### config.mk
export PLATFORM = sky130hd
export DESIGN_NAME = drc_mode_control
export DESIGN_NICKNAME = d
export VERILOG_FILES = /design/src/drc_pkg.sv /design/src/drc_ss_if.sv /design/src/drc_soft_start.sv /design/src/drc_mode_control.sv
export SDC_FILE = /design/constraint.sdc
export NUM_CORES = 1
export LEC_CHECK = 0
export ABC_AREA = 1
export BUFFER_PORTS_ARGS = -buffer_cell sky130_fd_sc_hd__buf_2
export CAP_MARGIN = 10
export CORE_ASPECT_RATIO = 0.75
export CORE_MARGIN = 8
export CORE_UTILIZATION = 30
export DETAILED_ROUTE_END_ITERATION = 10
export GPL_TIMING_DRIVEN = 1
export SETUP_SLACK_MARGIN = 0.15
export SYNTH_ARGS = -nofsm -noshare
export SYNTH_HDL_FRONTEND = slang
export SYNTH_SLANG_ARGS = --single-unit
### constraint.sdc
create_clock -name clk_sys -period 1.8 [get_ports clk_sys]
set_input_delay 0.45 -clock clk_sys [delete_from_list [all_inputs] [get_ports clk_sys]]
set_output_delay 0.45 -clock clk_sys [all_outputs]
set_load 0.01 [all_outputs]
### src/drc_pkg.sv
package drc_pkg;
    // operating mode of the device, driven by the mode sequencer
    typedef enum logic [2:0] {
        MODE_NORMAL,
        MODE_STOP,
        MODE_RESTART,
        MODE_SLEEP,
        MODE_FAILSAFE
    } drc_mode_t;

    typedef enum logic [1:0] {
        SS_IDLE,
        SS_HOLD,
        SS_DONE
    } drc_ss_state_t;

    localparam int          ADDR_W            = 8;
    localparam int          DATA_W            = 32;

    localparam logic [7:0]  ADDR_HARDWARE_CONTROL_REGISTER      = 8'h00;
    localparam logic [7:0]  ADDR_CONV_STAT    = 8'h04;
    localparam logic [7:0]  ADDR_WAKE_STAT    = 8'h08;
    localparam logic [7:0]  ADDR_MODE_CTRL    = 8'h0C;
    localparam logic [7:0]  ADDR_STATE        = 8'h10;

    // hardware control register fields
    localparam int          HW_STEP_UP_EN     = 0;
    localparam int          HW_LEVEL_SEL      = 1;
    localparam int          HW_AUTO_EN        = 2;
    localparam int          HW_PIN_MOD_EN     = 3;
    localparam logic [3:0]  HARDWARE_CONTROL_REGISTER_RESET     = 4'h4;

    // converter status register fields
    localparam int          CS_SW_OPEN        = 0;
    localparam int          CS_SW_SHORT       = 1;
    localparam int          CS_OUT_BAND       = 2;
    localparam int          CS_STEP_UP_ACT    = 3;

    // wake status register field
    localparam int          WS_MOD_CHANGE     = 0;

    // soft-start timing
    localparam int          CLK_PERIOD_NS     = 8;
    localparam int          SW_PERIOD_NS      = 500;
    localparam int          SW_PERIOD_CYC     = SW_PERIOD_NS / CLK_PERIOD_NS;
    localparam logic [7:0]  SW_PERIOD_LAST    = 8'(SW_PERIOD_CYC - 1);
    localparam logic [3:0]  HOLD_PERIODS_LAST = 4'h7;
    localparam logic [7:0]  DUTY_MIN          = 8'h08;
    localparam logic [7:0]  DUTY_STEP         = 8'h08;
    localparam logic [7:0]  DUTY_MAX          = 8'hFF;
endpackage

### src/drc_ss_if.sv
`timescale 1ns/1ns
interface drc_ss_if;
    import drc_pkg::*;
    logic       start;
    logic       abort;
    logic       target_ok;
    logic [7:0] duty;
    logic       active;
    logic       done;

    modport ctrl (output start, output abort, output target_ok,
                  input duty, input active, input done);
    modport seq  (input start, input abort, input target_ok,
                  output duty, output active, output done);
endinterface

### src/drc_soft_start.sv
`timescale 1ns/1ns
module drc_soft_start (
    input  wire logic clk_sys,  // system clock
    input  wire logic resetn,   // async reset, active low
    drc_ss_if.seq     ss        // sequencer side
);
    import drc_pkg::*;

    drc_ss_state_t state;
    logic [7:0]    per_cnt;
    logic [3:0]    hold_cnt;
    wire           per_end  = (per_cnt == SW_PERIOD_LAST);
    wire           hold_end = per_end && (hold_cnt == HOLD_PERIODS_LAST);
    wire           at_max   = (ss.duty > DUTY_MAX - DUTY_STEP);

    assign ss.active = (state == SS_HOLD);
    assign ss.done   = (state == SS_DONE);

    always_ff @(posedge clk_sys or negedge resetn) begin
        if (!resetn) begin
            state    <= SS_IDLE;
            per_cnt  <= 8'h00;
            hold_cnt <= 4'h0;
            ss.duty  <= 8'h00;
        end else if (ss.abort) begin
            state    <= SS_IDLE;
            ss.duty  <= 8'h00;
        end else if (ss.start) begin
            state    <= SS_HOLD;                           // [RQ6]
            ss.duty  <= DUTY_MIN;                          // [RQ6]
            per_cnt  <= 8'h00;
            hold_cnt <= 4'h0;
        end else begin
            unique case (state)
                SS_IDLE: begin
                end
                SS_HOLD: begin
                    per_cnt <= per_end ? 8'h00 : per_cnt + 8'h01;
                    if (per_end) begin
                        hold_cnt <= hold_end ? 4'h0 : hold_cnt + 4'h1;   // [RQ7]
                    end
                    if (ss.target_ok) begin
                        state <= SS_DONE;                  // [RQ8]
                    end else if (hold_end) begin
                        ss.duty <= at_max ? DUTY_MAX : ss.duty + DUTY_STEP;  // [RQ7]
                    end
                end
                SS_DONE: begin
                end
            endcase
        end
    end

    a_ss_min_duty: assert property (@(posedge clk_sys) disable iff (!resetn)
        ss.start && !ss.abort |=> ss.active && ss.duty == DUTY_MIN)  // [RQ6]
        else $error("soft start did not open at minimum duty");

    a_ss_step_up: assert property (@(posedge clk_sys) disable iff (!resetn)
        ss.active && hold_end && !ss.target_ok && !ss.start && !ss.abort
        && !at_max |=> ss.duty == $past(ss.duty) + DUTY_STEP)  // [RQ7]
        else $error("soft start duty step wrong");

    a_ss_hold_keep: assert property (@(posedge clk_sys) disable iff (!resetn)
        ss.active && !hold_end && !ss.start && !ss.abort |=> $stable(ss.duty))  // [RQ7]
        else $error("soft start duty changed inside hold");
endmodule

### src/drc_mode_control.sv
// The plain strobed port and the placing of the registers were left to the implementer.
`timescale 1ns/1ns
// Contract
// RQ1: converter runs in Normal, Stop, Restart only
// RQ2: buck uses PWM in Normal and Restart
// RQ3: entering Stop forces buck to PFM
// RQ4: PWM allows full duty on low supply
// RQ5: soft start at power-up and wake restart
// RQ6: soft start opens at minimum duty, holds
// RQ7: duty steps up after each hold phase
// RQ8: target reached hands over to closed loop
// RQ9: status reports switch pin faults, band
// RQ10: status bits change no mode or setting
// RQ11: host enables step-up; honoured Normal/Stop
// RQ12: level bit selects threshold and hysteresis
// RQ13: step-up on below threshold, off above hysteresis
// RQ14: active flag clears only above threshold
// RQ15: step-up always fixed-frequency PWM
// RQ16: Stop overload switches PWM, event, flag
// RQ17: host returns PFM by Stop command
// RQ18: auto transition suppressed when disabled
// RQ19: wake pin selects modulation when enabled
// RQ20: step-up held off unless enabled and active
module drc_mode_control (
    input  wire logic              clk_sys,         // system clock, 125 MHz
    input  wire logic              resetn,          // async reset, active low
    input  wire drc_pkg::drc_mode_t op_mode,        // current operating mode
    input  wire logic [7:0]        reg_addr,        // register byte address
    input  wire logic [31:0]       reg_wdata,       // register write data
    input  wire logic              reg_wr,          // write strobe
    input  wire logic              reg_rd,          // read strobe
    output      logic [31:0]       reg_rdata,       // read data, cycle after strobe
    input  wire logic              wake_input_pin,  // wake pin level
    input  wire logic              sw_open_cmp,     // buck switch pin open
    input  wire logic              sw_short_cmp,    // buck switch pin short
    input  wire logic              out_band_cmp,    // buck output outside band
    input  wire logic              load_over_cmp,   // buck load above transition
    input  wire logic              target_cmp,      // buck output reached target
    input  wire logic              low_supply_cmp,  // input supply low
    input  wire logic              below_th1_cmp,   // sense below threshold one
    input  wire logic              above_hys1_cmp,  // sense above th one plus hys one
    input  wire logic              below_th2_cmp,   // sense below threshold two
    input  wire logic              above_hys2_cmp,  // sense above th two plus hys two
    output      logic              buck_enable,     // buck stage running
    output      logic              buck_pwm,        // 1 PWM, 0 PFM
    output      logic              full_duty_allow, // 100% duty permitted
    output      logic [7:0]        ss_duty,         // soft-start duty code
    output      logic              ss_active,       // soft start in progress
    output      logic              closed_loop,     // closed-loop PWM regulation
    output      logic              step_up_on,      // step-up stage switching
    output      logic              step_up_pwm,     // step-up modulation, 1 PWM
    output      logic              step_up_level,   // 1 level one, 0 level two
    output      logic              mod_change_evt   // one-cycle interrupt event
);
    import drc_pkg::*;

    localparam int NSYNC = 10;

    drc_ss_if ss ();

    drc_soft_start u_ss (
        .clk_sys (clk_sys),
        .resetn  (resetn),
        .ss      (ss)
    );

    // two-stage synchronisers for all comparator and pin inputs
    logic [NSYNC-1:0] raw_in;
    logic [NSYNC-1:0] sync1;
    logic [NSYNC-1:0] sync2;
    assign raw_in = {above_hys2_cmp, below_th2_cmp, above_hys1_cmp, below_th1_cmp,
                     low_supply_cmp, target_cmp, load_over_cmp, out_band_cmp,
                     sw_short_cmp, wake_input_pin};

    genvar gi;
    generate
        for (gi = 0; gi < NSYNC; gi++) begin : g_sync
            always_ff @(posedge clk_sys or negedge resetn) begin
                if (!resetn) begin
                    sync1[gi] <= 1'b0;
                    sync2[gi] <= 1'b0;
                end else begin
                    sync1[gi] <= raw_in[gi];
                    sync2[gi] <= sync1[gi];
                end
            end
        end
    endgenerate

    logic sw_open_s1;
    logic sw_open_s;
    always_ff @(posedge clk_sys or negedge resetn) begin
        if (!resetn) begin
            sw_open_s1 <= 1'b0;
            sw_open_s  <= 1'b0;
        end else begin
            sw_open_s1 <= sw_open_cmp;
            sw_open_s  <= sw_open_s1;
        end
    end

    wire wake_s      = sync2[0];
    wire sw_short_s  = sync2[1];
    wire out_band_s  = sync2[2];
    wire load_over_s = sync2[3];
    wire target_s    = sync2[4];
    wire low_sup_s   = sync2[5];
    wire below_th1_s = sync2[6];
    wire above_h1_s  = sync2[7];
    wire below_th2_s = sync2[8];
    wire above_h2_s  = sync2[9];

    function automatic logic mode_active(input drc_mode_t m);
        return (m == MODE_NORMAL) || (m == MODE_STOP) || (m == MODE_RESTART);
    endfunction

    function automatic logic mode_off(input drc_mode_t m);
        return (m == MODE_SLEEP) || (m == MODE_FAILSAFE);
    endfunction

    // registers
    logic [3:0] hardware_control_register;
    logic [3:0] conv_stat;
    logic       mod_flag;
    logic       pwm_latched;
    logic       powered;
    drc_mode_t  prev_mode;

    wire wr_hw    = reg_wr && (reg_addr == ADDR_HARDWARE_CONTROL_REGISTER);
    wire wr_cs    = reg_wr && (reg_addr == ADDR_CONV_STAT);
    wire wr_ws    = reg_wr && (reg_addr == ADDR_WAKE_STAT);
    wire stop_cmd = reg_wr && (reg_addr == ADDR_MODE_CTRL)
                    && (reg_wdata[2:0] == 3'(MODE_STOP));

    wire su_en_bit  = hardware_control_register[HW_STEP_UP_EN];
    wire level_sel  = hardware_control_register[HW_LEVEL_SEL];
    wire auto_en    = hardware_control_register[HW_AUTO_EN];
    wire pin_mod_en = hardware_control_register[HW_PIN_MOD_EN];

    wire in_stop    = (op_mode == MODE_STOP);
    wire stop_entry = in_stop && (prev_mode != MODE_STOP);
    wire active_now = mode_active(op_mode);

    // step-up threshold selection
    wire su_allowed = su_en_bit && (op_mode == MODE_NORMAL || in_stop);   // [RQ11] [RQ20]
    wire su_below   = level_sel ? below_th1_s : below_th2_s;              // [RQ12]
    wire su_above   = level_sel ? above_h1_s : above_h2_s;                // [RQ12]
    wire next_su_on = su_allowed && (su_below || (step_up_on && !su_above));  // [RQ13]
    wire su_rise    = next_su_on && !step_up_on;

    // buck modulation
    wire auto_trip  = in_stop && !stop_entry && !pin_mod_en && auto_en
                      && load_over_s && !pwm_latched;                     // [RQ16] [RQ18]
    wire next_latch = !in_stop || stop_entry || stop_cmd ? 1'b0
                      : (pwm_latched || auto_trip);                       // [RQ17]
    wire next_pwm   = !active_now ? 1'b0
                      : !in_stop ? 1'b1                                   // [RQ2]
                      : stop_entry ? 1'b0                                 // [RQ3]
                      : pin_mod_en ? wake_s                               // [RQ19]
                      : next_latch;                                       // [RQ16] [RQ17]

    wire ss_trigger = active_now && (!powered ||
                      (op_mode == MODE_RESTART && mode_off(prev_mode)));  // [RQ5]

    assign ss.start     = ss_trigger;
    assign ss.abort     = !active_now;
    assign ss.target_ok = target_s;
    assign ss_duty      = ss.duty;
    assign ss_active    = ss.active;
    assign closed_loop  = ss.done && buck_pwm;                            // [RQ8]
    assign step_up_pwm  = 1'b1;                                           // [RQ15]
    assign step_up_level = level_sel;

    wire cs_clear_ok = !su_below;                                         // [RQ14]
    wire [3:0] cs_set = {su_rise, out_band_s, sw_short_s, sw_open_s};     // [RQ9]
    wire [3:0] cs_w1c = wr_cs ? {reg_wdata[CS_STEP_UP_ACT] && cs_clear_ok,
                                 reg_wdata[CS_OUT_BAND], reg_wdata[CS_SW_SHORT],
                                 reg_wdata[CS_SW_OPEN]} : 4'h0;
    // set wins over clear; status writes touch nothing else
    wire [3:0] next_cs  = cs_set | (conv_stat & ~cs_w1c);                 // [RQ10]
    wire next_mflag = auto_trip || (mod_flag && !(wr_ws && reg_wdata[WS_MOD_CHANGE]));

    wire [31:0] rd_mux =
        (reg_addr == ADDR_HARDWARE_CONTROL_REGISTER)   ? {28'h0, hardware_control_register} :
        (reg_addr == ADDR_CONV_STAT) ? {28'h0, conv_stat} :
        (reg_addr == ADDR_WAKE_STAT) ? {31'h0, mod_flag} :
        (reg_addr == ADDR_MODE_CTRL) ? {29'h0, op_mode} :
        (reg_addr == ADDR_STATE)     ? {26'h0, closed_loop, ss_active, step_up_on,
                                        buck_pwm, buck_enable, pwm_latched} :
        32'h0;

    always_ff @(posedge clk_sys or negedge resetn) begin
        if (!resetn) begin
            hardware_control_register   <= HARDWARE_CONTROL_REGISTER_RESET;
            conv_stat <= 4'h0;
            mod_flag  <= 1'b0;
            reg_rdata <= 32'h0;
        end else begin
            if (wr_hw) begin
                hardware_control_register <= reg_wdata[3:0];
            end
            conv_stat <= next_cs;
            mod_flag  <= next_mflag;                                      // [RQ16]
            reg_rdata <= reg_rd ? rd_mux : 32'h0;
        end
    end

    always_ff @(posedge clk_sys or negedge resetn) begin
        if (!resetn) begin
            prev_mode       <= MODE_SLEEP;
            powered         <= 1'b0;
            pwm_latched     <= 1'b0;
            buck_enable     <= 1'b0;
            buck_pwm        <= 1'b0;
            full_duty_allow <= 1'b0;
            step_up_on      <= 1'b0;
            mod_change_evt  <= 1'b0;
        end else begin
            prev_mode       <= op_mode;
            powered         <= powered || ss_trigger;
            pwm_latched     <= next_latch;
            buck_enable     <= active_now;                                // [RQ1]
            buck_pwm        <= next_pwm;
            full_duty_allow <= next_pwm && low_sup_s;                     // [RQ4]
            step_up_on      <= next_su_on;                                // [RQ13]
            mod_change_evt  <= auto_trip;                                 // [RQ16]
        end
    end

    a_buck_off_sleep: assert property (@(posedge clk_sys) disable iff (!resetn)  // [RQ1]
        mode_off(op_mode) |=> !buck_enable && !step_up_on && !buck_pwm)
        else $error("converter not off in sleep or fail-safe");

    a_pwm_normal: assert property (@(posedge clk_sys) disable iff (!resetn)  // [RQ2]
        (op_mode == MODE_NORMAL || op_mode == MODE_RESTART) |=> buck_pwm)
        else $error("buck not in PWM in normal or restart");

    a_pfm_stop_entry: assert property (@(posedge clk_sys) disable iff (!resetn)  // [RQ3]
        stop_entry |=> !buck_pwm ##1 (pin_mod_en || $past(auto_trip) || !buck_pwm))
        else $error("stop entry did not select PFM");

    a_full_duty: assert property (@(posedge clk_sys) disable iff (!resetn)  // [RQ4]
        full_duty_allow |-> buck_pwm)
        else $error("full duty allowed outside PWM");

    a_ss_restart: assert property (@(posedge clk_sys) disable iff (!resetn)  // [RQ5]
        op_mode == MODE_RESTART && mode_off(prev_mode) |=> ss_active && ss_duty == DUTY_MIN)
        else $error("soft start missing on wake restart");

    a_closed_loop: assert property (@(posedge clk_sys) disable iff (!resetn)  // [RQ8]
        ss_active && target_s && !ss_trigger && active_now |=> !ss_active)
        else $error("soft start did not end at target");

    a_stepup_gate: assert property (@(posedge clk_sys) disable iff (!resetn)  // [RQ20]
        !su_allowed |=> !step_up_on)
        else $error("step-up on while not allowed");

    a_flag_guard: assert property (@(posedge clk_sys) disable iff (!resetn)  // [RQ14]
        conv_stat[CS_STEP_UP_ACT] && su_below |=> conv_stat[CS_STEP_UP_ACT])
        else $error("step-up flag cleared below threshold");

    a_auto_event: assert property (@(posedge clk_sys) disable iff (!resetn)  // [RQ16]
        auto_trip |=> mod_change_evt && mod_flag && buck_pwm)
        else $error("auto transition missed event, flag or PWM");

    a_auto_gate: assert property (@(posedge clk_sys) disable iff (!resetn)  // [RQ18]
        in_stop && !auto_en && !pin_mod_en && !pwm_latched && !stop_entry |=> !mod_change_evt)
        else $error("auto transition while disabled");

    a_pin_select: assert property (@(posedge clk_sys) disable iff (!resetn)  // [RQ19]
        in_stop && !stop_entry && pin_mod_en |=> buck_pwm == $past(wake_s))
        else $error("wake pin did not select modulation");
endmodule

==> flow_results.xml <==
<?xml version="1.0" encoding="UTF-8"?>
<metrics>
  <group name="place">
    <metric name="place.port_buffers" unit="">51</metric>
    <metric name="gp_routability_congestion" unit="">0.846</metric>
    <metric name="dp.cells" unit="">559</metric>
    <metric name="place_hpwl" unit="um">5370</metric>
    <metric name="placement.setup.worst_slack" unit="ns">0.0926</metric>
  </group>
  <group name="cts">
    <metric name="tritoncts_num_sinks" unit="">67</metric>
    <metric name="clock_tree.root_cell" unit="">sky130_fd_sc_hd__clkbuf_16</metric>
    <metric name="cts.htree.levels" unit="">3</metric>
    <metric name="cts_resized" unit="">0</metric>
    <metric name="clk_path_buf_depth" unit="">2</metric>
    <metric name="clk_pin_slew" unit="ns">0.05</metric>
    <metric name="post_cts_buffers" unit="">0</metric>
    <metric name="worst_skew_pair.late_latency" unit="ns">0.32</metric>
    <metric name="holdBufCountCts" unit="">0</metric>
    <metric name="cts_tree" unit="">yes</metric>
    <metric name="tritoncts.num_buffers" unit="">9</metric>
  </group>
  <group name="worst_setup_path">
    <metric name="required_time_at_the_endpoint_of_the_critical_path" unit="ns">1.35</metric>
    <metric name="crit_type" unit="">register to output pin</metric>
    <metric name="timing.critical_path.from" unit="">u_ss.state[0]</metric>
    <metric name="crit_path_max_fanout" unit="">3</metric>
    <metric name="critical_path_arrival" unit="ns">1.09</metric>
    <metric name="timing.critical_path.from_type" unit="">register</metric>
    <metric name="worst_setup_path_end_kind" unit="">output pin</metric>
    <metric name="worstReg2RegStart" unit="">u_ss.per_cnt[1]</metric>
  </group>
  <group name="global_routing">
    <metric name="antenna_found_initial" unit="">0</metric>
    <metric name="grt_max_degree" unit="">68</metric>
    <metric name="first_global_vias" unit="">2313</metric>
    <metric name="grt_first_pass_wirelength" unit="um">11700</metric>
    <metric name="total_global_route_track_usage" unit="">0.101</metric>
    <metric name="gr-total-overflow" unit="">0</metric>
  </group>
  <group name="route">
    <metric name="drcViolationCount" unit="">0</metric>
    <metric name="drtAntennaViolNets" unit="">0</metric>
    <metric name="detailroute.via_count" unit="">2481</metric>
    <metric name="post_drt_wl_per_cell" unit="um">12.5</metric>
    <metric name="detail_route.first_pass.iterations" unit="">4</metric>
    <metric name="post_dr_vias_cell" unit="">4.31</metric>
    <metric name="drt-initial-drc-count" unit="">137</metric>
    <metric name="routed_wl" unit="um">7180</metric>
  </group>
  <group name="hold_path">
    <metric name="hold_class" unit="">input port to async pin</metric>
  </group>
  <group name="synth">
    <metric name="synth_area_per_inst" unit="um^2">8.80</metric>
    <metric name="sequential_fraction_of_the_synthesis_area" unit="">0.519</metric>
    <metric name="postSynth.asyncResetShare" unit="">1.00</metric>
    <metric name="synth-xor-area-share" unit="">0.0216</metric>
    <metric name="synth_simple_gate_area_share" unit="">0.236</metric>
    <metric name="synth_top_family_by_area" unit="">simple AND/OR/NAND/NOR gates</metric>
    <metric name="synth_enable_flop_cells" unit="">0</metric>
    <metric name="netlist-cell-type-count" unit="">36</metric>
    <metric name="muxShareOfSynthArea" unit="">0.00309</metric>
    <metric name="syn_inst" unit="">368</metric>
    <metric name="postSynthRegisterBits" unit="">67</metric>
    <metric name="synth_top_flop_cell" unit="">sky130_fd_sc_hd__dfrtp_1</metric>
    <metric name="share_of_the_synthesized_area_in_compound_gates_ao_oa_aoi_oai" unit="">0.0753</metric>
    <metric name="syn-cell-area" unit="mm^2">0.00324</metric>
    <metric name="synth.yosys.warnings" unit="">0</metric>
    <metric name="yosys.area_share.adder" unit="">0.0154</metric>
  </group>
  <group name="timing">
    <metric name="post-route-period-util" unit="">0.854</metric>
    <metric name="final.setup_skew" unit="ns">0.00408</metric>
    <metric name="timing.final.hold_violations" unit="">0</metric>
    <metric name="setup_tns" unit="ns">0</metric>
    <metric name="setup_repair_after_global_routing_missed_its_margin" unit="">true</metric>
    <metric name="max_freq" unit="MHz">650</metric>
    <metric name="final-setup-viol-count" unit="">0</metric>
    <metric name="post-route-worst-setup-slack" unit="ns">0.263</metric>
    <metric name="maxSlewViolCount" unit="">0</metric>
    <metric name="finalWorstPathRequiredPeriod" unit="ns">1.54</metric>
  </group>
  <group name="floorplanning">
    <metric name="core_area" unit="mm^2">0.0107</metric>
    <metric name="floorplan.die_area" unit="mm^2">0.0144</metric>
    <metric name="floorplan.initialDensity" unit="">0.302</metric>
    <metric name="floorplan.io_pins" unit="">107</metric>
    <metric name="die-width" unit="um">136</metric>
    <metric name="row_count" unit="">33</metric>
    <metric name="fp.dieH" unit="um">106</metric>
  </group>
  <group name="power_and_ir_drop">
    <metric name="power.ir.vdd_worst" unit="uV">395</metric>
    <metric name="power_leakage" unit="nW">2.05</metric>
    <metric name="p_per_area" unit="mW/mm^2">1020</metric>
  </group>
  <group name="finish">
    <metric name="fin_nets" unit="">492</metric>
    <metric name="layout.cells.most_common_list" unit="">73 x sky130_fd_sc_hd__nand2_1, 63 x sky130_fd_sc_hd__dfrtp_1, 51 x sky130_fd_sc_hd__buf_2, 41 x sky130_fd_sc_hd__inv_1, 40 x sky130_fd_sc_hd__nor2_1</metric>
    <metric name="antenna_cells" unit="">0</metric>
    <metric name="post_route_cells_drive_above_1_share" unit="">0.214</metric>
    <metric name="leading_cell_type_in_the_layout_fill_and_taps_excluded" unit="">sky130_fd_sc_hd__nand2_1</metric>
    <metric name="area_growth_syn_to_layout" unit="%">20.7</metric>
    <metric name="final_cell_count_no_fill" unit="">575</metric>
  </group>
  <group name="outcome">
    <metric name="run_status" unit="">finished clean</metric>
  </group>
  <group name="flow_run">
    <metric name="maxCapViolations" unit="">0</metric>
  </group>
</metrics>
logic make-up (layout without fill, tap and decap cells):
kind of cell / count (synthesis) / in the layout
AO/OA/AOI/OAI: 43 / 43
buffers and inverters: 76 / 118
flip-flops: 67 / 67
multiplexers: 1 / 1
adder cells (fa/ha/maj): 4 / 4
other: 2 / 27
AND/OR/NAND/NOR: 167 / 167
XOR/XNOR: 8 / 8
state kept, by name (all words and copies together) (netlist names), 2 cells and up:
signal and cells:
hardware_control_register 4, prev_mode 3, sync1 10, u_ss.hold_cnt 4
reg_rdata 6, u_ss.per_cnt 8, conv_stat 4, u_ss.ss.duty 6
u_ss.state 2
critical path, cell delays in order, from the launching register on:
cell and delay [ns]:
sky130_fd_sc_hd__dfrtp_1 0.40, sky130_fd_sc_hd__inv_2 0.09, sky130_fd_sc_hd__nand3_1 0.09, sky130_fd_sc_hd__inv_1 0.07, sky130_fd_sc_hd__buf_2 0.12
layout make-up:
| cell class | count | area (um^2) |
|---|---|---|
| clock buffers | 14 | 264 |
| repair buffers | 56 | 305 |
| multi-input cells | 250 | 1240 |
| flip-flops and latches | 67 | 1680 |
| well taps | 140 | 175 |
| clock inverters | 2 | 60.1 |
| inverters | 46 | 184 |
| fillers | 1114 | 6830 |
per-layer routing:
| layer | track usage | part of all wire |
|---|---|---|
| met1 | 0.139 | 0.48 |
| met2 | 0.145 | 0.43 |
| met4 | 0.0414 | 0.018 |
| met5 | 0 | 0 |
| met3 | 0.0297 | 0.067 |
worst paths after layout:
kind,endpoint,slack (ns),cells after the start
min in group clk_sys,sync1[1],0.23,1
hold / removal,sync1[1],0.13,2
hold reg to reg,above_h2_s,0.35,0
setup / recovery,closed_loop,0.26,4
setup reg to reg,u_ss.ss.duty[4],0.27,8
max in group asynchronous,prev_mode[0],1.32,2
through the flow:
step           total power [W]  utilization  hold WS, ns  area [um^2]
2_1_floorplan          0.00198            -        0.154         3330
3_3_place_gp           0.00208        0.334        0.332         3580
3_5_place_dp           0.00210        0.334        0.336         3580
4_1_cts                0.00403        0.364        0.152         3910
5_1_grt                0.00417        0.364        0.162         3910
6_report               0.00398        0.364        0.130         3910
cell usage after synthesis (2+ instances only):
cell type                 count  area (um^2)
sky130_fd_sc_hd__xor2_1       6         52.6
sky130_fd_sc_hd__dfrtp_1     64         1600
sky130_fd_sc_hd__o21ai_0     19         95.1
sky130_fd_sc_hd__inv_2        2         7.51
sky130_fd_sc_hd__nand2_1     73          274
sky130_fd_sc_hd__ha_1         4         50.1
sky130_fd_sc_hd__dfstp_2      3         78.8
sky130_fd_sc_hd__nor2_4       2         22.5
sky130_fd_sc_hd__nand2_4      4         45.0
sky130_fd_sc_hd__buf_4       29          218
sky130_fd_sc_hd__a21oi_1     14         70.1
sky130_fd_sc_hd__inv_1       41          154
sky130_fd_sc_hd__conb_1       2         7.51
sky130_fd_sc_hd__o21ai_1      4         20.0
sky130_fd_sc_hd__nor2_1      40          150
sky130_fd_sc_hd__nand2_2      2         12.5
sky130_fd_sc_hd__nand3_1     32          160
sky130_fd_sc_hd__xnor2_1      2         17.5
sky130_fd_sc_hd__nand4_1      7         43.8
sky130_fd_sc_hd__nor3_1       2         10.0
power by group:
group / total (W) / internal [W] / switching (W)
Combinational: 0.000370 / 0.000134 / 0.000236
Sequential: 0.00171 / 0.00161 / 0.0000991
Clock: 0.00190 / 0.00129 / 0.000611
Total: 0.00398 / 0.00304 / 0.000946
Note: power is estimated with default switching activity, not from simulation.
